<file path="config.mk">
export PLATFORM = sky130hd
export DESIGN_NAME = asaf_status
export DESIGN_NICKNAME = d
export VERILOG_FILES = /design/src/common/asaf_pkg.sv /design/src/logic/asaf_status.sv
export SDC_FILE = /design/constraint.sdc
export NUM_CORES = 1
export LEC_CHECK = 0
export BUFFER_PORTS_ARGS = -buffer_cell sky130_fd_sc_hd__buf_2
export CORE_MARGIN = 5
export CORE_UTILIZATION = 43
export DETAILED_ROUTE_END_ITERATION = 10
export PLACE_DENSITY = 0.77
export SYNTH_ARGS = -nofsm -noshare
export SYNTH_HDL_FRONTEND = slang
export SYNTH_SLANG_ARGS = --single-unit
</file>
<file path="constraint.sdc">
create_clock -name CLOCK -period 1.6 [get_ports CLOCK]
set_input_delay 0.32 -clock CLOCK [delete_from_list [all_inputs] [get_ports CLOCK]]
set_output_delay 0.32 -clock CLOCK [all_outputs]
set_load 0.05 [all_outputs]
</file>
<file path="src/common/asaf_pkg.sv">
// package for the status alias block: register offsets, field positions, modes
// assumes one clock domain and a host access port in the register clock domain
package asaf_pkg;
    localparam logic [7:0] STATUS_ALIAS_ADDR = 8'h00;
    localparam logic [7:0] RESET_BYTE = 8'h00;
    localparam logic [7:0] ADDR_ZERO = 8'h00;
    localparam logic [7:0] ADDR_ONE = 8'h01;
    localparam logic [1:0] FIFO_MODE_OFF = 2'h0;
    localparam logic [1:0] FIFO_MODE_TRIGGER = 2'h3;
    localparam logic [5:0] FIFO_DEPTH = 6'h20;
    // sample status byte fields
    localparam int BIT_XYZ_OVER = 7;
    localparam int BIT_Z_OVER = 6;
    localparam int BIT_Y_OVER = 5;
    localparam int BIT_X_OVER = 4;
    localparam int BIT_XYZ_READY = 3;
    localparam int BIT_Z_READY = 2;
    localparam int BIT_Y_READY = 1;
    localparam int BIT_X_READY = 0;
    // fifo status byte fields
    localparam int BIT_FIFO_OVERFLOW = 7;
    localparam int BIT_FIFO_WATERMARK = 6;
    localparam int COUNT_MSB = 5;
    localparam int COUNT_LSB = 0;
    // axis index into three-bit vectors
    localparam int AXIS_X = 0;
    localparam int AXIS_Y = 1;
    localparam int AXIS_Z = 2;
endpackage : asaf_pkg

</file>
<file path="src/logic/asaf_status.sv">
// status alias logic at register address zero plus address pointer handling
// assumes host byte reads arrive as one-cycle strobes, synchronous to CLOCK;
// sample, fifo and high-byte read events come from neighbouring logic
//
// Summary of operation
// address zero shows sample status when fifo mode is zero, else fifo status
// burst read returns status then next data byte, any data width
// combined overwrite sets when new sample overwrites any unread axis
// combined overwrite clears once the high bytes of all unread axes were read
// per-axis overwrite sets on unread overwrite, clears on its high-byte read
// per-axis ready sets on acquisition, clears on its high-byte read
// combined ready sets on any new data, clears after all high bytes read
// fifo status carries six-bit sample count, zero empty, up to thirty-two
// overflow flag stays set while the fifo remains overflowed
// watermark flag stays set while count is at or above watermark
// in trigger mode the watermark position shows a trigger event
// reading fifo status clears fifo interrupt source; next sample re-arms it while overflowed, or at watermark (triggered in trigger mode)
// byte layouts fixed; all bits reset to zero
// address advances automatically only during burst reads
// serial-bus stop resets address to zero; other port never resets it
module asaf_status
(
    // clock and reset
    input wire logic CLOCK,
    input wire logic SYS_RST,
    // configuration
    input wire logic [1:0] FIFO_MODE,
    input wire logic [5:0] FIFO_WATERMARK,
    input wire logic SPI_SELECT,
    // acquisition events, one-cycle pulses per axis
    input wire logic [2:0] AXIS_ACQUIRED,
    // fifo state from the sample buffer
    input wire logic [5:0] FIFO_COUNT,
    input wire logic FIFO_OVERFLOWED,
    input wire logic FIFO_TRIGGERED,
    input wire logic FIFO_SAMPLE_IN,
    // host access
    input wire logic ADDR_LOAD,
    input wire logic [7:0] ADDR_VALUE,
    input wire logic READ_STROBE,
    input wire logic BURST,
    input wire logic STOP_SEEN,
    input wire logic [7:0] DATA_BYTE,
    input wire logic [2:0] HIGH_BYTE_READ,
    // outputs
    output logic [7:0] READ_DATA,
    output logic [7:0] READ_ADDR,
    output logic FIFO_INT_SOURCE
);
    logic [2:0] ready;
    logic [2:0] over;
    logic [2:0] pending;
    logic xyz_ready;
    logic xyz_over;
    logic int_src;
    logic [7:0] addr;
    logic [7:0] rdata;
    logic [2:0] next_ready;
    logic [2:0] next_over;
    logic [2:0] next_pending;
    logic next_xyz_ready;
    logic next_xyz_over;
    logic next_int_src;
    logic [7:0] next_addr;
    logic [7:0] next_rdata;
    logic [7:0] status_byte;
    logic [7:0] fifo_byte;
    logic [7:0] sample_byte;
    logic status_read;

    // status byte builders
    function automatic logic [7:0] asaf_sample_byte(input logic [2:0] ov, input logic [2:0] rd,
        input logic cov, input logic crd);
        logic [7:0] b;
        b = asaf_pkg::RESET_BYTE;
        b[asaf_pkg::BIT_XYZ_OVER] = cov;
        b[asaf_pkg::BIT_Z_OVER] = ov[asaf_pkg::AXIS_Z];
        b[asaf_pkg::BIT_Y_OVER] = ov[asaf_pkg::AXIS_Y];
        b[asaf_pkg::BIT_X_OVER] = ov[asaf_pkg::AXIS_X];
        b[asaf_pkg::BIT_XYZ_READY] = crd;
        b[asaf_pkg::BIT_Z_READY] = rd[asaf_pkg::AXIS_Z];
        b[asaf_pkg::BIT_Y_READY] = rd[asaf_pkg::AXIS_Y];
        b[asaf_pkg::BIT_X_READY] = rd[asaf_pkg::AXIS_X];
        return b;
    endfunction : asaf_sample_byte

    // status bytes are live views so a read returns current state
    always_comb
    begin
        sample_byte = asaf_sample_byte(over, ready, xyz_over, xyz_ready);
        fifo_byte = asaf_pkg::RESET_BYTE;
        fifo_byte[asaf_pkg::BIT_FIFO_OVERFLOW] = FIFO_OVERFLOWED;
        if (FIFO_MODE == asaf_pkg::FIFO_MODE_TRIGGER)
        begin
            fifo_byte[asaf_pkg::BIT_FIFO_WATERMARK] = FIFO_TRIGGERED;
        end
        else
        begin
            fifo_byte[asaf_pkg::BIT_FIFO_WATERMARK] = (FIFO_COUNT >= FIFO_WATERMARK);
        end
        // count beyond depth is clamped, never reported past thirty-two
        fifo_byte[asaf_pkg::COUNT_MSB:asaf_pkg::COUNT_LSB] =
            (FIFO_COUNT > asaf_pkg::FIFO_DEPTH) ? asaf_pkg::FIFO_DEPTH : FIFO_COUNT;
        if (FIFO_MODE == asaf_pkg::FIFO_MODE_OFF)
        begin
            status_byte = sample_byte;
        end
        else
        begin
            status_byte = fifo_byte;
        end
        status_read = READ_STROBE && (addr == asaf_pkg::STATUS_ALIAS_ADDR);
    end

    // data-ready and overwrite flags; a set in the clear cycle wins
    always_comb
    begin
        next_pending = pending;
        for (int i = 0; i < 3; i++)
        begin
            next_ready[i] = ready[i];
            next_over[i] = over[i];
            if (HIGH_BYTE_READ[i])
            begin
                next_ready[i] = 1'b0;
                next_over[i] = 1'b0;
                next_pending[i] = 1'b0;
            end
            if (AXIS_ACQUIRED[i])
            begin
                next_ready[i] = 1'b1;
                next_pending[i] = 1'b1;
                if (pending[i])
                begin
                    next_over[i] = 1'b1;
                end
            end
        end
        next_xyz_ready = xyz_ready;
        next_xyz_over = xyz_over;
        // combined flags clear when no axis is left unread
        if ((pending & ~HIGH_BYTE_READ) == 3'h0)
        begin
            next_xyz_ready = 1'b0;
            next_xyz_over = 1'b0;
        end
        if (AXIS_ACQUIRED != 3'h0)
        begin
            next_xyz_ready = 1'b1;
        end
        if ((AXIS_ACQUIRED & pending) != 3'h0)
        begin
            next_xyz_over = 1'b1;
        end
    end

    // fifo interrupt source: cleared by status read, re-armed by next sample while overflowed, or at watermark (triggered in trigger mode)
    always_comb
    begin
        next_int_src = int_src;
        if (status_read && (FIFO_MODE != asaf_pkg::FIFO_MODE_OFF))
        begin
            next_int_src = 1'b0;
        end
        if (FIFO_SAMPLE_IN && (FIFO_OVERFLOWED || fifo_byte[asaf_pkg::BIT_FIFO_WATERMARK]))
        begin
            next_int_src = 1'b1;
        end
    end

    // address pointer and read data
    always_comb
    begin
        next_addr = addr;
        next_rdata = rdata;
        if (READ_STROBE)
        begin
            next_rdata = (addr == asaf_pkg::STATUS_ALIAS_ADDR) ? status_byte : DATA_BYTE;
            if (BURST)
            begin
                next_addr = addr + asaf_pkg::ADDR_ONE;
            end
        end
        if (ADDR_LOAD)
        begin
            next_addr = ADDR_VALUE;
        end
        if (STOP_SEEN && !SPI_SELECT)
        begin
            next_addr = asaf_pkg::ADDR_ZERO;
        end
    end

    // registers
    always_ff @(posedge CLOCK or posedge SYS_RST)
    begin
        if (SYS_RST)
        begin
            ready <= 3'h0;
            over <= 3'h0;
            pending <= 3'h0;
            xyz_ready <= 1'b0;
            xyz_over <= 1'b0;
            int_src <= 1'b0;
            addr <= asaf_pkg::ADDR_ZERO;
            rdata <= asaf_pkg::RESET_BYTE;
        end
        else
        begin
            ready <= next_ready;
            over <= next_over;
            pending <= next_pending;
            xyz_ready <= next_xyz_ready;
            xyz_over <= next_xyz_over;
            int_src <= next_int_src;
            addr <= next_addr;
            rdata <= next_rdata;
        end
    end

    assign READ_DATA = rdata;
    assign READ_ADDR = addr;
    assign FIFO_INT_SOURCE = int_src;
endmodule : asaf_status

</file>
==> metrics <==
outcome=completed; hold_buf cts=0; Clock Tree Root=clkbuf_4; GP Congestion=0.8604; Yosys top cell by area=dfrtp_1; vias=1441; worst min-delay path class=input pin to async pin; Synth Flop Type=dfrtp_1; unrepaired setup endpoints after global routing=yes; pre-CTS WS=0.09374 ns; FMAX=0.6472 GHz; worst endpoint required time=1.80 ns; Hold Vio Cnt, Final=0; Distinct cells, synth=38; setup bufs post-CTS=0; CTS sink cnt=25; die area=4855 um2; Die Y=69.68 um; Worst Path Arrival=1.75 ns; Vias/cell=4.986; share of async-settable or async-resettable flops after synthesis=100.0%; Avg Cell Area, Syn=8.904 um2; # port buffers=62; Setup Skew=0.01319 ns; Net Count, Synth=226; synthesized flop and latch total=25; TritonCTS Buffers=3; Clk pin slew, worst setup/hold paths=0.13 ns; Setup Viol. Count Final=0; post-route clock period utilization=96.56%; Iter 0 DRT Violations=93; ant diodes=0; max-slew violations=0; Die Width=69.68 um; critical path peak fanout=7; top-count cell post-synth=nand2_1; CP Launch Type=flip-flop; Power Dens Cells=795.2 nW/um2; row count=21; I/O pin count=63; total track usage=16.22%; share of layout cells above drive strength 1=39.92%; placed insts=284; worst setup path category=flip-flop to flip-flop; CTS tree=yes; pin count of the biggest net entering global routing=26; Worst IR Drop VDD=0.4475 mV; Final Non-Filler Cells=289; final worst setup slack=0.05499 ns; Post-Syn Area=1531 um2; Final nets=298; vias in the first global route=1469; antenna violations before repair=0; Synth top area share=40.85%; final hold slack=0.02160 ns; Final ANT Viol Nets=0; Max-Cap Viols=0; static leakage=0.9843 nW; Seq/Total Area, Yosys=40.85%; Initial Util=45.18%; Synth Instances=172; Routed wire per std cell=13.62 um; EDFF count, synth=0; list of most frequent post-synthesis cells=nand2_1 (30), dfrtp_1 (25), inv_1 (17); Worst setup EP type=flip-flop; FILL cells=326; Slew Limit Headroom=77.96%; worst skew pair latency=0.31 ns; First-pass DRT Iterations=4; Final min period=1.545 ns; Core Footprint=3390 um2; DRC=0; hpwl dp=3161 um; Synth area leaders=dfrtp_1 (41%), nand2_1 (7.4%), ha_1 (6.5%), a21oi_1 (4.2%), inv_1 (4.2%); Post-Route WL=3935 um; Clock Tree Buf Depth=2; Area growth, synth to finish=31.21%; CTS resizes=0; first-pass GRT wire length=6486 um; Synth warnings=0; CTS H-Tree Depth=1; Worst-Margin Slew=0.3303 ns; total gr overflow=0
[stage by stage]
stage          TNS (ns)  area [um2]  util [%]  power [W]
3_5_place_dp          0        1941     57.25   0.001320
5_1_grt        -0.03475        2009     59.28   0.001708
4_1_cts               0        1967     58.03   0.001598
6_report              0        2009     59.28   0.001598
2_1_floorplan   -0.2060        1544         -   0.001129
3_3_place_gp          0        1941     57.25   0.001311
[power breakdown]
part	switching, W	leakage [nW]	internal (W)
registers	0.0000597	0.282	0.000696
clock network	0.000174	0.0150	0.0000973
logic	0.000363	0.687	0.000208
[cell families after synthesis]
| logic type | after synthesis | share of synthesized area (%) |
|---|---|---|
| and+or+nand+nor | 64 | 20.75 |
| buffers and inverters | 22 | 6.453 |
| DFF | 25 | 40.85 |
| AOI/OAI and AO/OA | 41 | 17.81 |
| muxes | 6 | 4.167 |
| adders and majority gates | 8 | 6.536 |
| xor gates and xnor gates | 6 | 3.431 |
[per-layer routing]
| layer | share of wire [%] | global-route usage (%) |
|---|---|---|
| met4 | 0.46 | 4.681 |
| met1 | 43 | 19.43 |
| met5 | 0 | 0 |
| met3 | 8.2 | 4.638 |
| met2 | 48 | 28.18 |
[layout make-up]
| cell class | instances | area (um2) | area share [%] |
|---|---|---|---|
| Multi-Input combinational cell | 126 | 855.8 | 42.59 |
| Sequential cell | 25 | 631.9 | 31.44 |
| Timing Repair Buffer | 70 | 370.4 | 18.43 |
| Inverter | 18 | 67.56 | 3.362 |
| Tap cell | 46 | 57.56 | 2.864 |
| Clock buffer | 4 | 26.28 | 1.308 |
[state kept, by name, indices dropped and copies added (netlist names)]
name,count
FIFO_INT_SOURCE,1
READ_ADDR,8
READ_DATA,8
over,3
pending,1
ready,2
xyz_over,1
xyz_ready,1
[worst paths after layout]
check | from | end | slack (ns) | depth (start not counted)
setup / recovery | READ_ADDR[0]$_DFFE_PP0P_ | READ_DATA[5]$_DFFE_PP0P_ | 0.05 | 6
hold / removal | SYS_RST | READ_ADDR[5]$_DFFE_PP0P_ | 0.02 | 3
setup reg to reg | READ_ADDR[0]$_DFFE_PP0P_ | READ_DATA[5]$_DFFE_PP0P_ | 0.05 | 6
hold reg to reg | READ_DATA[0]$_DFFE_PP0P_ | READ_DATA[0]$_DFFE_PP0P_ | 0.49 | 2
max in group asynchronous | SYS_RST | READ_ADDR[3]$_DFFE_PP0P_ | 1.31 | 3
min in group CLOCK | HIGH_BYTE_READ[0] | over[0]$_DFF_PP0_ | 0.19 | 2
[layout by cell type (no fill, tap or decap), types with 2 or more instances in the layout]
| master | count |
|---|---|
| a21oi_1 | 11 |
| a21oi_2 | 2 |
| buf_2 | 62 |
| buf_4 | 8 |
| clkbuf_4 | 3 |
| dfrtp_1 | 20 |
| dfrtp_2 | 5 |
| ha_1 | 7 |
| inv_1 | 15 |
| inv_2 | 2 |
| mux2_2 | 2 |
| mux2i_1 | 3 |
| nand2_1 | 30 |
| nand2b_1 | 8 |
| nand3_1 | 5 |
| nor2_1 | 11 |
| o211ai_1 | 2 |
| o21ai_0 | 9 |
| o311a_1 | 2 |
| o311a_2 | 3 |
| o31ai_1 | 4 |
| xnor2_1 | 6 |
[worst max-delay path: stages, from the launching register on]
cell	delay [ns]
dfrtp_2	0.43
inv_2	0.07
ha_4	0.12
nor3b_4	0.25
and2_4	0.24
a21oi_2	0.06
mux2_4	0.26
Note: power is estimated with default switching activity, not from simulation.
